File: config.mk
export PLATFORM = sky130hd
export DESIGN_NAME = timer_clock_trigger_integration
export DESIGN_NICKNAME = d
export VERILOG_FILES = /design/src/shared/timer_integ_pkg.sv /design/src/shared/timer_unit_if.sv /design/src/rtl/timer_unit.sv /design/src/rtl/timer_clock_trigger_integration.sv
export SDC_FILE = /design/constraint.sdc
export NUM_CORES = 1
export LEC_CHECK = 0
export BUFFER_PORTS_ARGS = -buffer_cell sky130_fd_sc_hd__buf_2
export CORE_MARGIN = 5
export CORE_UTILIZATION = 38
export CTS_CLUSTER_DIAMETER = 40
export DETAILED_ROUTE_END_ITERATION = 16
export PLACE_DENSITY = 0.58
export SYNTH_ARGS = -nofsm -noshare
export SYNTH_HDL_FRONTEND = slang
export SYNTH_SLANG_ARGS = --single-unit
File: constraint.sdc
create_clock -name clk -period 3.7 [get_ports clk]
set_input_delay 0.37 -clock clk [delete_from_list [all_inputs] [get_ports clk]]
set_output_delay 0.37 -clock clk [all_outputs]
set_load 0.05 [all_outputs]
File: src/shared/timer_integ_pkg.sv
/*
  Constants shared by the timer integration block: register offsets,
  field positions, reset values, clock-source and trigger encodings.
  Assumes a 32-bit register port with byte addresses on word bounds.
*/
`default_nettype none
package timer_integ_pkg;
  // structure
  localparam int unsigned ADDR_W  = 8;
  localparam int unsigned DATA_W  = 32;
  localparam int unsigned CNT_W   = 16;
  localparam int unsigned N_UNIT  = 2;
  localparam int unsigned N_CH    = 2;
  localparam int unsigned N_EV    = 4;
  localparam int unsigned TB_UNIT = 1;
  localparam int unsigned CTRL_W  = 9;
  // register offsets
  localparam logic [7:0] OFS_CLK_CFG = 8'h00;
  localparam logic [7:0] OFS_CTRL0   = 8'h04;
  localparam logic [7:0] OFS_CTRL1   = 8'h08;
  localparam logic [7:0] OFS_MOD0    = 8'h0c;
  localparam logic [7:0] OFS_MOD1    = 8'h10;
  localparam logic [7:0] OFS_CNT0    = 8'h14;
  localparam logic [7:0] OFS_CNT1    = 8'h18;
  localparam logic [7:0] OFS_COMPARATOR_OUTPUT    = 8'h1c;
  localparam logic [7:0] OFS_STATUS  = 8'h2c;
  localparam logic [7:0] OFS_MASK    = 8'h30;
  localparam logic [7:0] OFS_STEP    = 8'h04;
  // clock configuration fields
  localparam int unsigned CFG_SRC_LSB = 0;
  localparam int unsigned CFG_SEL_LSB = 2;
  localparam logic [1:0] SRC_OFF  = 2'h0;
  localparam logic [1:0] SRC_OSC  = 2'h1;
  localparam logic [1:0] SRC_IRC  = 2'h2;
  localparam logic [1:0] SRC_FAST = 2'h3;
  // unit control fields
  localparam int unsigned CTL_COUNTER_CLOCK_MODE_LSB = 0;
  localparam int unsigned CTL_TRG_LSB  = 2;
  localparam int unsigned CTL_GTB      = 6;
  localparam int unsigned CTL_TSTART   = 7;
  localparam int unsigned CTL_TRELOAD  = 8;
  localparam logic [1:0] COUNTER_CLOCK_MODE_INT = 2'h1;
  localparam int unsigned COUNTER_CLOCK_MODE_EXT_BIT = 1;
  // trigger source codes
  localparam logic [3:0] TRG_PIN  = 4'h0;
  localparam logic [3:0] TRG_CMP  = 4'h1;
  localparam logic [3:0] TRG_OVF0 = 4'h8;
  localparam logic [3:0] TRG_OVF1 = 4'h9;
  localparam logic [3:0] TRG_ALM  = 4'hc;
  localparam logic [3:0] TRG_SEC  = 4'hd;
  localparam logic [3:0] TRG_LPT  = 4'he;
  // event bit positions within a unit
  localparam int unsigned EV_OVF = 0;
  localparam int unsigned EV_CH0 = 1;
  localparam int unsigned EV_TRG = 3;
  // reset values
  localparam logic [1:0]        RST_SRC  = 2'h0;
  localparam logic [CTRL_W-1:0] RST_CTRL = 9'h000;
  localparam logic [CNT_W-1:0]  RST_MOD  = 16'hffff;
  // synchroniser lanes
  localparam int unsigned SY_OSC  = 0;
  localparam int unsigned SY_IRC  = 1;
  localparam int unsigned SY_FAST = 2;
  localparam int unsigned SY_EXT0 = 3;
  localparam int unsigned SY_EXT1 = 4;
  localparam int unsigned SY_PIN  = 5;
  localparam int unsigned SY_CMP  = 6;
  localparam int unsigned SY_ALM  = 7;
  localparam int unsigned SY_SEC  = 8;
  localparam int unsigned SY_LPT  = 9;
  localparam int unsigned N_SYNC  = 10;
endpackage
`default_nettype wire

File: src/shared/timer_unit_if.sv
/*
  Link between the integration logic and one timer unit: count tick,
  trigger, settings in; counter, overflow and match pulses out.
  Assumes both ends sit on the same clock.
*/
`timescale 1ns/10ps
`default_nettype none
interface timer_unit_if;
  import timer_integ_pkg::*;
  logic                          tick;
  logic                          trig;
  logic                          start_en;
  logic                          reload_en;
  logic                          gtb;
  logic [CNT_W-1:0]              modulo;
  logic [N_CH-1:0][CNT_W-1:0]    cmp;
  logic [CNT_W-1:0]              tb_cnt;
  logic                          tb_ovf;
  logic [CNT_W-1:0]              cnt;
  logic                          ovf;
  logic [N_CH-1:0]               match;
  modport ctl (output tick, trig, start_en, reload_en, gtb, modulo, cmp,
               output tb_cnt, tb_ovf, input cnt, ovf, match);
  modport unit (input tick, trig, start_en, reload_en, gtb, modulo, cmp,
                input tb_cnt, tb_ovf, output cnt, ovf, match);
endinterface
`default_nettype wire

File: src/rtl/timer_unit.sv
/*
  One timer unit: counter with modulo wrap, trigger start and reload,
  two compare channels and an optional shared timebase.
  Assumes tick and trig are one-cycle pulses on clk.
*/
`timescale 1ns/10ps
`default_nettype none
module timer_unit
  import timer_integ_pkg::*;
(
  input  wire logic        clk,
  input  wire logic        rst_b,
  timer_unit_if.unit       tu
);
  typedef struct packed {
    logic [CNT_W-1:0] cnt;
    logic             run;
    logic             ovf;
    logic [N_CH-1:0]  match;
  } unit_st_t;

  unit_st_t s_q;
  unit_st_t s_d;
  logic     go;

  // counter, start latch and compare detection
  always_comb begin
    s_d = s_q;
    s_d.ovf = 1'b0;
    s_d.match = '0;
    go = !tu.start_en || s_q.run;
    if (tu.trig && tu.start_en) begin
      s_d.run = 1'b1;
    end
    if (tu.gtb) begin
      s_d.cnt = tu.tb_cnt;
      s_d.ovf = tu.tb_ovf;
    end else if (tu.trig && tu.reload_en) begin
      s_d.cnt = '0;
    end else if (tu.tick && go) begin
      if (s_q.cnt == tu.modulo) begin
        s_d.cnt = '0;
        s_d.ovf = 1'b1;
      end else begin
        s_d.cnt = CNT_W'(s_q.cnt + 1'b1);
      end
    end
    // each channel flags when the counter lands on its value
    for (int k = 0; k < N_CH; k++) begin
      s_d.match[k] = (s_d.cnt != s_q.cnt) && (s_d.cnt == tu.cmp[k]);
    end
  end

  // state register
  always_ff @(posedge clk or negedge rst_b) begin
    if (!rst_b) begin
      s_q <= '0;
    end else begin
      s_q <= s_d;
    end
  end

  // results back to the integration logic
  assign tu.cnt   = s_q.cnt;
  assign tu.ovf   = s_q.ovf;
  assign tu.match = s_q.match;
endmodule
`default_nettype wire

File: src/rtl/timer_clock_trigger_integration.sv
/*
  Integration logic around two timer units: shared counter clock
  selection, external clock mode, trigger multiplexers, global
  timebase, register port and one combined interrupt request.
  Assumes clock sources and trigger inputs arrive from other domains
  and are slower than half of clk; register strobes are one cycle.
*/
// Our own choices: the placing of the registers and the address-and-strobe port.
// Operation
// - Two independent timer units are built, each with two channels.
// - Units are basic timers only and keep counting in stop modes, except on the fast clock.
// - In stop modes the counter clock is an external or internal one.
// - One select picks the shared counter clock from three sources.
// - Counter mode 1x counts synchronised rising edges of an ext clock.
// - Per unit, a select picks one of the two external clock inputs.
// - A selected trigger starts the counter, reloads it, or both.
// - Trigger codes map to pin, comparator, overflows, RTC and LP timer.
// - With global timebase set, a unit follows the counter of unit 1.
// - All interrupt sources of a unit are ORed into one request line.
`timescale 1ns/10ps
`default_nettype none
module timer_clock_trigger_integration
  import timer_integ_pkg::*;
(
  input  wire logic              clk,
  input  wire logic              rst_b,
  input  wire logic [ADDR_W-1:0] reg_addr,
  input  wire logic [DATA_W-1:0] reg_wdata,
  input  wire logic              reg_wr,
  input  wire logic              reg_rd,
  output logic      [DATA_W-1:0] reg_rdata,
  input  wire logic              oscillator_ref_clock,
  input  wire logic              internal_ref_clock,
  input  wire logic              fast_peripheral_clock,
  input  wire logic              stop_mode,
  input  wire logic              very_low_power_stop,
  input  wire logic              ext_clock_input_0,
  input  wire logic              ext_clock_input_1,
  input  wire logic              trigger_pin_input,
  input  wire logic              comparator_output,
  input  wire logic              rtc_alarm,
  input  wire logic              rtc_seconds,
  input  wire logic              low_power_timer_trigger,
  output logic      [N_UNIT-1:0] irq_req,
  output logic                   irq
);
  typedef struct packed {
    logic [N_SYNC-1:0]                      s1;
    logic [N_SYNC-1:0]                      s2;
    logic [N_SYNC-1:0]                      s3;
    logic [N_SYNC-1:0]                      lvl;
    logic [1:0]                             stop_s1;
    logic [1:0]                             stop_s2;
    logic [1:0]                             stop_s3;
    logic [1:0]                             stop_lvl;
    logic [N_UNIT-1:0]                      ext_smp;
    logic [1:0]                             src;
    logic [N_UNIT-1:0]                      ext_sel;
    logic [N_UNIT-1:0][CTRL_W-1:0]          ctrl;
    logic [N_UNIT-1:0][CNT_W-1:0]           modulo;
    logic [N_UNIT-1:0][N_CH-1:0][CNT_W-1:0] cmp;
    logic [N_UNIT*N_EV-1:0]                 status;
    logic [N_UNIT*N_EV-1:0]                 mask;
    logic [N_UNIT-1:0]                      irq_req;
    logic                                   irq;
    logic [DATA_W-1:0]                      rdata;
  } top_st_t;

  top_st_t                    s_q;
  top_st_t                    s_d;
  logic [N_SYNC-1:0]          raw;
  logic [N_SYNC-1:0]          rise;
  logic                       stopped;
  logic                       tclk_rise;
  logic [N_UNIT-1:0]          tick;
  logic [N_UNIT-1:0]          trig;
  logic [N_UNIT-1:0]          ext_lvl;
  logic [N_UNIT-1:0][CNT_W-1:0] cnt_v;
  logic [N_UNIT-1:0]          ovf_v;
  logic [N_UNIT-1:0][N_CH-1:0] match_v;
  logic [N_UNIT*N_EV-1:0]     ev;
  logic [N_UNIT*N_EV-1:0]     clr;

  // picks one trigger for a unit; unlisted codes stay low
  function automatic logic trig_pick(
    input logic [3:0]        sel,
    input logic [N_SYNC-1:0] r,
    input logic [N_UNIT-1:0] o
  );
    logic t;
    t = 1'b0;
    case (sel)
      TRG_PIN:  t = r[SY_PIN];
      TRG_CMP:  t = r[SY_CMP];
      TRG_OVF0: t = o[0];
      TRG_OVF1: t = o[1];
      TRG_ALM:  t = r[SY_ALM];
      TRG_SEC:  t = r[SY_SEC];
      TRG_LPT:  t = r[SY_LPT];
      default:  t = 1'b0;
    endcase
    return t;
  endfunction

  // lanes that cross in from other clock domains
  assign raw[SY_OSC]  = oscillator_ref_clock;
  assign raw[SY_IRC]  = internal_ref_clock;
  assign raw[SY_FAST] = fast_peripheral_clock;
  assign raw[SY_EXT0] = ext_clock_input_0;
  assign raw[SY_EXT1] = ext_clock_input_1;
  assign raw[SY_PIN]  = trigger_pin_input;
  assign raw[SY_CMP]  = comparator_output;
  assign raw[SY_ALM]  = rtc_alarm;
  assign raw[SY_SEC]  = rtc_seconds;
  assign raw[SY_LPT]  = low_power_timer_trigger;

  // a level counts once stages two and three agree
  assign rise = s_q.s2 & s_q.s3 & ~s_q.lvl;
  assign stopped = |s_q.stop_lvl;

  // shared counter clock; the fast clock is gone in stop modes
  always_comb begin
    tclk_rise = 1'b0;
    case (s_q.src)
      SRC_OSC:  tclk_rise = rise[SY_OSC];
      SRC_IRC:  tclk_rise = rise[SY_IRC];
      SRC_FAST: tclk_rise = rise[SY_FAST] & ~stopped;
      default:  tclk_rise = 1'b0;
    endcase
  end

  // per unit: count source and trigger selection
  always_comb begin
    tick = '0;
    trig = '0;
    ext_lvl = '0;
    for (int u = 0; u < N_UNIT; u++) begin
      ext_lvl[u] = s_q.ext_sel[u] ? s_q.lvl[SY_EXT1]
                                  : s_q.lvl[SY_EXT0];
      if (s_q.ctrl[u][CTL_COUNTER_CLOCK_MODE_LSB+COUNTER_CLOCK_MODE_EXT_BIT]) begin
        tick[u] = tclk_rise & ext_lvl[u] & ~s_q.ext_smp[u];
      end else if (s_q.ctrl[u][CTL_COUNTER_CLOCK_MODE_LSB+:2] == COUNTER_CLOCK_MODE_INT) begin
        tick[u] = tclk_rise;
      end
      trig[u] = trig_pick(s_q.ctrl[u][CTL_TRG_LSB+:4], rise, ovf_v);
    end
  end

  // the two timer units, each on its own link
  for (genvar g = 0; g < N_UNIT; g++) begin : g_unit
    timer_unit_if tu ();
    assign tu.tick      = tick[g];
    assign tu.trig      = trig[g];
    assign tu.start_en  = s_q.ctrl[g][CTL_TSTART];
    assign tu.reload_en = s_q.ctrl[g][CTL_TRELOAD];
    assign tu.gtb       = s_q.ctrl[g][CTL_GTB];
    assign tu.modulo    = s_q.modulo[g];
    assign tu.cmp       = s_q.cmp[g];
    assign tu.tb_cnt    = cnt_v[TB_UNIT];
    assign tu.tb_ovf    = ovf_v[TB_UNIT];
    assign cnt_v[g]     = tu.cnt;
    assign ovf_v[g]     = tu.ovf;
    assign match_v[g]   = tu.match;
    timer_unit u_unit (
      .clk   (clk),
      .rst_b (rst_b),
      .tu    (tu.unit)
    );
  end

  // events per unit: overflow, channel matches, trigger
  always_comb begin
    ev = '0;
    for (int u = 0; u < N_UNIT; u++) begin
      ev[u*N_EV+EV_OVF] = ovf_v[u];
      for (int k = 0; k < N_CH; k++) begin
        ev[u*N_EV+EV_CH0+k] = match_v[u][k];
      end
      ev[u*N_EV+EV_TRG] = trig[u];
    end
  end

  // write-one-to-clear mask for the status register
  assign clr = (reg_wr && reg_addr == OFS_STATUS)
             ? reg_wdata[N_UNIT*N_EV-1:0] : '0;

  // next state: synchronisers, register writes, flags, read data
  always_comb begin
    s_d = s_q;
    s_d.s1 = raw;
    s_d.s2 = s_q.s1;
    s_d.s3 = s_q.s2;
    s_d.lvl = (s_q.s2 & s_q.s3) | (s_q.lvl & (s_q.s2 ^ s_q.s3));
    // stop requests come from another domain, same three-stage filter
    s_d.stop_s1 = {very_low_power_stop, stop_mode};
    s_d.stop_s2 = s_q.stop_s1;
    s_d.stop_s3 = s_q.stop_s2;
    s_d.stop_lvl = (s_q.stop_s2 & s_q.stop_s3)
                 | (s_q.stop_lvl & (s_q.stop_s2 ^ s_q.stop_s3));
    // ext level sampled on the timer clock for edge detect
    for (int u = 0; u < N_UNIT; u++) begin
      if (tclk_rise) begin
        s_d.ext_smp[u] = ext_lvl[u];
      end
    end
    // register writes
    if (reg_wr) begin
      case (reg_addr)
        OFS_CLK_CFG: begin
          s_d.src = reg_wdata[CFG_SRC_LSB+:2];
          s_d.ext_sel = reg_wdata[CFG_SEL_LSB+:N_UNIT];
        end
        OFS_CTRL0: s_d.ctrl[0] = reg_wdata[CTRL_W-1:0];
        OFS_CTRL1: s_d.ctrl[1] = reg_wdata[CTRL_W-1:0];
        OFS_MOD0:  s_d.modulo[0] = reg_wdata[CNT_W-1:0];
        OFS_MOD1:  s_d.modulo[1] = reg_wdata[CNT_W-1:0];
        OFS_MASK:  s_d.mask = reg_wdata[N_UNIT*N_EV-1:0];
        default: begin
        end
      endcase
      for (int u = 0; u < N_UNIT; u++) begin
        for (int k = 0; k < N_CH; k++) begin
          if (reg_addr == 8'(OFS_COMPARATOR_OUTPUT + OFS_STEP * (u*N_CH + k))) begin
            s_d.cmp[u][k] = reg_wdata[CNT_W-1:0];
          end
        end
      end
    end
    // sticky flags: a new event beats a clear in the same cycle
    s_d.status = (s_q.status & ~clr) | ev;
    // one request per unit, then one for the whole block
    for (int u = 0; u < N_UNIT; u++) begin
      s_d.irq_req[u] = |(s_d.status[u*N_EV+:N_EV]
                       & s_d.mask[u*N_EV+:N_EV]);
    end
    s_d.irq = |s_d.irq_req;
    // read data stand only in the cycle after the strobe
    s_d.rdata = '0;
    if (reg_rd) begin
      case (reg_addr)
        OFS_CLK_CFG: s_d.rdata = DATA_W'({s_q.ext_sel, s_q.src});
        OFS_CTRL0:   s_d.rdata = DATA_W'(s_q.ctrl[0]);
        OFS_CTRL1:   s_d.rdata = DATA_W'(s_q.ctrl[1]);
        OFS_MOD0:    s_d.rdata = DATA_W'(s_q.modulo[0]);
        OFS_MOD1:    s_d.rdata = DATA_W'(s_q.modulo[1]);
        OFS_CNT0:    s_d.rdata = DATA_W'(cnt_v[0]);
        OFS_CNT1:    s_d.rdata = DATA_W'(cnt_v[1]);
        OFS_STATUS:  s_d.rdata = DATA_W'(s_q.status);
        OFS_MASK:    s_d.rdata = DATA_W'(s_q.mask);
        default:     s_d.rdata = '0;
      endcase
      for (int u = 0; u < N_UNIT; u++) begin
        for (int k = 0; k < N_CH; k++) begin
          if (reg_addr == 8'(OFS_COMPARATOR_OUTPUT + OFS_STEP * (u*N_CH + k))) begin
            s_d.rdata = DATA_W'(s_q.cmp[u][k]);
          end
        end
      end
    end
  end

  // state register with documented reset values
  always_ff @(posedge clk or negedge rst_b) begin
    if (!rst_b) begin
      s_q <= '0;
      s_q.src <= RST_SRC;
      s_q.ctrl <= {N_UNIT{RST_CTRL}};
      s_q.modulo <= {N_UNIT{RST_MOD}};
    end else begin
      s_q <= s_d;
    end
  end

  // outputs straight from flip-flops
  assign reg_rdata = s_q.rdata;
  assign irq_req   = s_q.irq_req;
  assign irq       = s_q.irq;
endmodule
`default_nettype wire

Word-level counts from Yosys, hierarchy flattened
Cells that the tools add are included.

storage, ports and cells
  flip-flop bits (word level) = 259
  word-level logic and storage cells = 158
  output and inout port bits = 35
  input bits = 56

operators by class
  mux-type cells = 33
  $add $sub $neg = 2
  eq/ne operators = 37
  bitwise logic cells = 23
  reduce and logical (&&, ||, !) cells = 31

operators with widths
  kind                     number
  $mux W32                 5
  $pmux W16 S9             1
  $mux W16                 8
  $eq A16 B16 Y1           6
  $eq A4 B4 Y1 const B     10
  $eq A8 B6 Y1 const B     5
  $add A16 B1 Y16 const B  2
  $eq A8 B5 Y1 const B     4
  $ne A16 B16 Y1           2
  $and A10 B10 Y10         3
  $mux W8                  3
  $reduce_and A2 Y1        9
  $eq A8 B4 Y1 const B     2
  $pmux W1 S7              2
  $mux W1                  13
  $logic_and A1 B1 Y1      11
  $not A10 Y10             1
  $or A10 B10 Y10          1
  $xor A10 B10 Y10         1
  $and A4 B4 Y4            2
  $and A8 B8 Y8            1
  $eq A4 B1 Y1 const B     2
  $eq A8 B3 Y1 const B     1
  $logic_not A4 Y1         2
  other kinds (16)         29

Logic depth before layout (Yosys ltp)
  depth after elaboration = 13
  gate-level depth with buffers = 13

By module
Synthesis repeated with hierarchy kept, for this count alone.

second synthesis, totals
  cell total of the unflattened synthesis = 1490
  area, all modules = 14966.9 um^2

modules (own cells, without submodules)
  module                           area each (um^2)  cells an instance  instances
  timer_clock_trigger_integration  9286.4            726                1
  timer_unit                       2840.2            382                2

Worst setup path before layout
No wires, ideal clock.

  kind = register -> register
  from = register, netlist name g_unit[0].tu.modulo[12]
  to = register g_unit[0].u_unit.s_q, in the netlist g_unit[0].u_unit.tu.match[1]
  arrival = 2.977 ns
  required time = 3.604 ns
  path buffers = 1
  library setup time = 0.096 ns
  cell stages (with the launch flop) = 11
  slack = 0.627 ns
  period minus slack after synthesis = 3.073 ns
  path through = dfstp_2 > xnor2_1 > nand4_1 > or4_4 > buf_6 > a21oi_4 > or2b_1 > o221ai_1 > or4_1 > or4_1 > nor4_2

RTL lines
  what                    line              RTL
  end signal: assignment  timer_unit.sv:57  s_q <= '0;
  end signal: assignment  timer_unit.sv:59  s_q <= s_d;
  end: declaration        timer_unit.sv:22  unit_st_t s_q;

==> results_dict.tcl <==
set metrics [dict create \
    outcome "finished, final reports clean" \
    fin_ws_ns 0.0937 \
    hold_path_class "in -> reg" \
    max_clock_freq_mhz 277 \
    ioPinCount 91 \
    rrSetupSlack_ns 0.09 \
    numPortBuffers 58 \
    r2r_end "g_unit[0].u_unit.tu.match[1]$_DFF_PN0_" \
    p_leak_nw 8.14 \
    via_per_inst 6.36 \
    grt_pass1_vias 14100 \
    dieArea_sq_mm 0.0425 \
    setup.worst_path.end_class "flip-flop" \
    core-area_sq_mm 0.0378 \
    drive_above_1_share_pct 29.8 \
    finalSetupViolCount 0 \
    root_buffer "clkbuf_16" \
    grt_usage_pct 31.6 \
    powerDensity_mw_per_mm2 454 \
    area_delta_synth_final_pct 24.0 \
    synth.area.top_cells "dfrtp_1 (36%), mux2_2 (9.8%), dfstp_2 (5.7%)" \
    grt_max_degree 103 \
    r2r-start "g_unit[0].tu.modulo[12]$_DFFE_PN1P_" \
    netlist_instances 1512 \
    final_area_sq_mm 0.0181 \
    skew_ns 0.0402 \
    drtAntennaViolNets 0 \
    ys_types 86 \
    dpl.hpwl_um 51600 \
    cts_max_level 2 \
    critPathLaunchType "flip-flop" \
    rows 71 \
    drtPass1Iterations 6 \
    rsz0062_at_grt "false" \
    cts_made_buffers 42 \
    fillers 3641 \
    cts_sinks 243 \
    yosys.area.top_type "dfrtp_1" \
    die_y_um 206 \
    cp-endpoint "g_unit[0].u_unit.tu.match[1]$_DFF_PN0_" \
    post-route-util_pct 47.9 \
    grt_pass1_wl_um 98300 \
    netlist_area_sq_mm 0.0146 \
    finalMaxSlewViolations 0 \
    routabilityCongestion 1.05 \
    post-route-drc-count 0 \
    min_from "reg_wdata[13]" \
    routed_wl_um 67600 \
    place_ws_ns -0.114 \
    crit_required_ns 4.18 \
    ys_warn_count 0 \
    drt_iter0_markers 1942 \
    ys_seq_area_share_pct 41.8 \
    antenna_found_initial 2 \
    post_drt_wl_per_cell_um 30.2 \
    layout.nets 1765 \
    max-slew-margin-rel_pct 34.0 \
    cts_max_path_buffers 3 \
    final_hold_viol_count 0 \
    critPathMaxFanout 6 \
    clock_latency_ns 0.57 \
    synth.top_cell.area_share_pct 36.1 \
    tritoncts "done" \
    die_w_um 206 \
    instances_no_fill 2239 \
    synthMostInstantiatedCell "dfrtp_1" \
    worstMarginPinSlew_ns 0.987 \
    num_vias 14200 \
    start_util_pct 38.6 \
    ir_drop_v 0.000350 \
    clkTransAtPathRegs_ns 0.06 \
    dp_cells 2143 \
    ys_top_cells_by_count "dfrtp_1 (211), mux2_2 (127), nand2_1 (127)" \
    fin_crit_sh_pct 97.5 \
    cp.arrival_ns 4.08 \
    n_antenna_cell 0 \
    overflow 0 \
    min_period_ns 3.61 \
    synth_edf_count 0 \
    path_class "reg -> reg" \
    max-cap-violations 0 \
    synth_seq_cells 243 \
    worstSetupStartpoint "g_unit[0].tu.modulo[12]$_DFFE_PN1P_" \
    synthFlopType "dfrtp_1" \
    avgSynthCellArea_sq_um 9.67 \
    async_flop_share_pct 100 \
    placed_area_sq_mm 0.0163 \
    r2r_cells 10 \
]
-- kinds of logic after synthesis --
kind of cell,Yosys count,synth area share (%)
AO/OA/AOI/OAI,455,22.7
XOR/XNOR,54,3.28
adder cells (fa/ha/maj),14,1.20
buffers and inverters,175,5.63
flip-flops,243,41.8
multiplexers,135,10.3
other,1,0.0256
AND/OR/NAND/NOR,435,15.0
-- worst min-delay path by stage --
stage / slack [ns] / endpoint / cells past startpoint
CTS: 0.18 / g_unit[0].tu.modulo[14]$_DFFE_PN1P_ / 2
finish: 0.18 / g_unit[0].tu.cmp[13]$_DFFE_PN0P_ / 2
floorplan: 0.07 / g_unit[0].tu.cmp[0]$_DFFE_PN0P_ / 0
global placement: 0.33 / s_d[190]$_DFF_PN0_ / 0
global route: 0.18 / g_unit[0].tu.cmp[11]$_DFFE_PN0P_ / 2
detailed placement: 0.34 / s_d[193]$_DFF_PN0_ / 0
-- through the flow --
step	setup TNS, ns	hold WS, ns	power [mW]
3_5_place_dp	-0.114	0.336	4.11
2_1_floorplan	0	0.0744	3.60
6_report	0	0.183	8.24
5_1_grt	0	0.184	8.53
4_1_cts	0	0.181	8.24
3_3_place_gp	-0.0873	0.333	4.12
-- layout make-up --
cell class / instances / area [sq um] / area share [%]
inverters: 43 / 161 / 0.890
repair buffers: 256 / 1860 / 10.2
clock buffers: 53 / 1160 / 6.42
flip-flops and latches: 243 / 6120 / 33.8
clock inverters: 24 / 339 / 1.87
well taps: 511 / 639 / 3.53
multi-input cells: 1109 / 7850 / 43.3
-- report_power, final --
| group | switching (mW) | internal [mW] | total, mW |
|---|---|---|---|
| combinational | 0.718 | 0.451 | 1.17 |
| sequential | 0.165 | 2.82 | 2.98 |
| clock | 1.47 | 2.62 | 4.09 |
| total | 2.35 | 5.89 | 8.24 |
-- sequential cells by signal, indices dropped and copies added (netlist names) --
signal / flops
g_unit.tu.modulo: 32
irq: 1
g_unit.u_unit.tu.match: 4
g_unit.u_unit.s_q: 2
s_q: 58
reg_rdata: 16
s_d: 24
g_unit.tu.start_en: 2
irq_req: 2
g_unit.u_unit.tu.ovf: 2
g_unit.tu.cmp: 64
g_unit.tu.reload_en: 2
g_unit.u_unit.tu.cnt: 32
g_unit.tu.gtb: 2
-- placed cells by master, fill, tap and decap left out, types with 29 or more instances in the layout --
cell and instances:
nand2_1 127, a21oi_1 48, o22ai_1 46, mux2_2 127, o21ai_0 69, a22oi_1 51
nand4_1 37, dfstp_2 32, nor2_1 79, a21o_1 29, buf_2 57, nand3_1 45
dfrtp_1 210, clkbuf_16 43, inv_1 36, buf_4 182
-- per-layer routing --
layer	up-vias	part of all wire, %	track usage [%]
met2	845	43	47.3
met1	7156	44	45.6
li1	6094	-	-
met4	0	3.5	10.2
met5	-	0	0
met3	148	9.9	6.90
-- timing repair --
| action | in CTS | in global routing |
|---|---|---|
| gates cloned | 0 | 0 |
| setup endpoints to repair | 1 | 4 |
| setup buffers | 0 | 6 |
| pin swaps | 1 | 8 |
| endpoints found under the hold margin | 103 | 0 |
| resized for setup | 1 | 19 |
| hold buffers | 13 | 0 |
-- critical path, stage by stage (launching register included) --
cell      delay (ns)
dfstp_2         0.55
xnor2_1         0.13
nand4_1         0.23
buf_4           0.20
or4_4           0.58
a21oi_4         0.15
or2b_1          0.12
o221ai_1        0.13
or4_4           0.57
or4_4           0.56
nor4_4          0.29
Power figures use the tool's default switching activity.
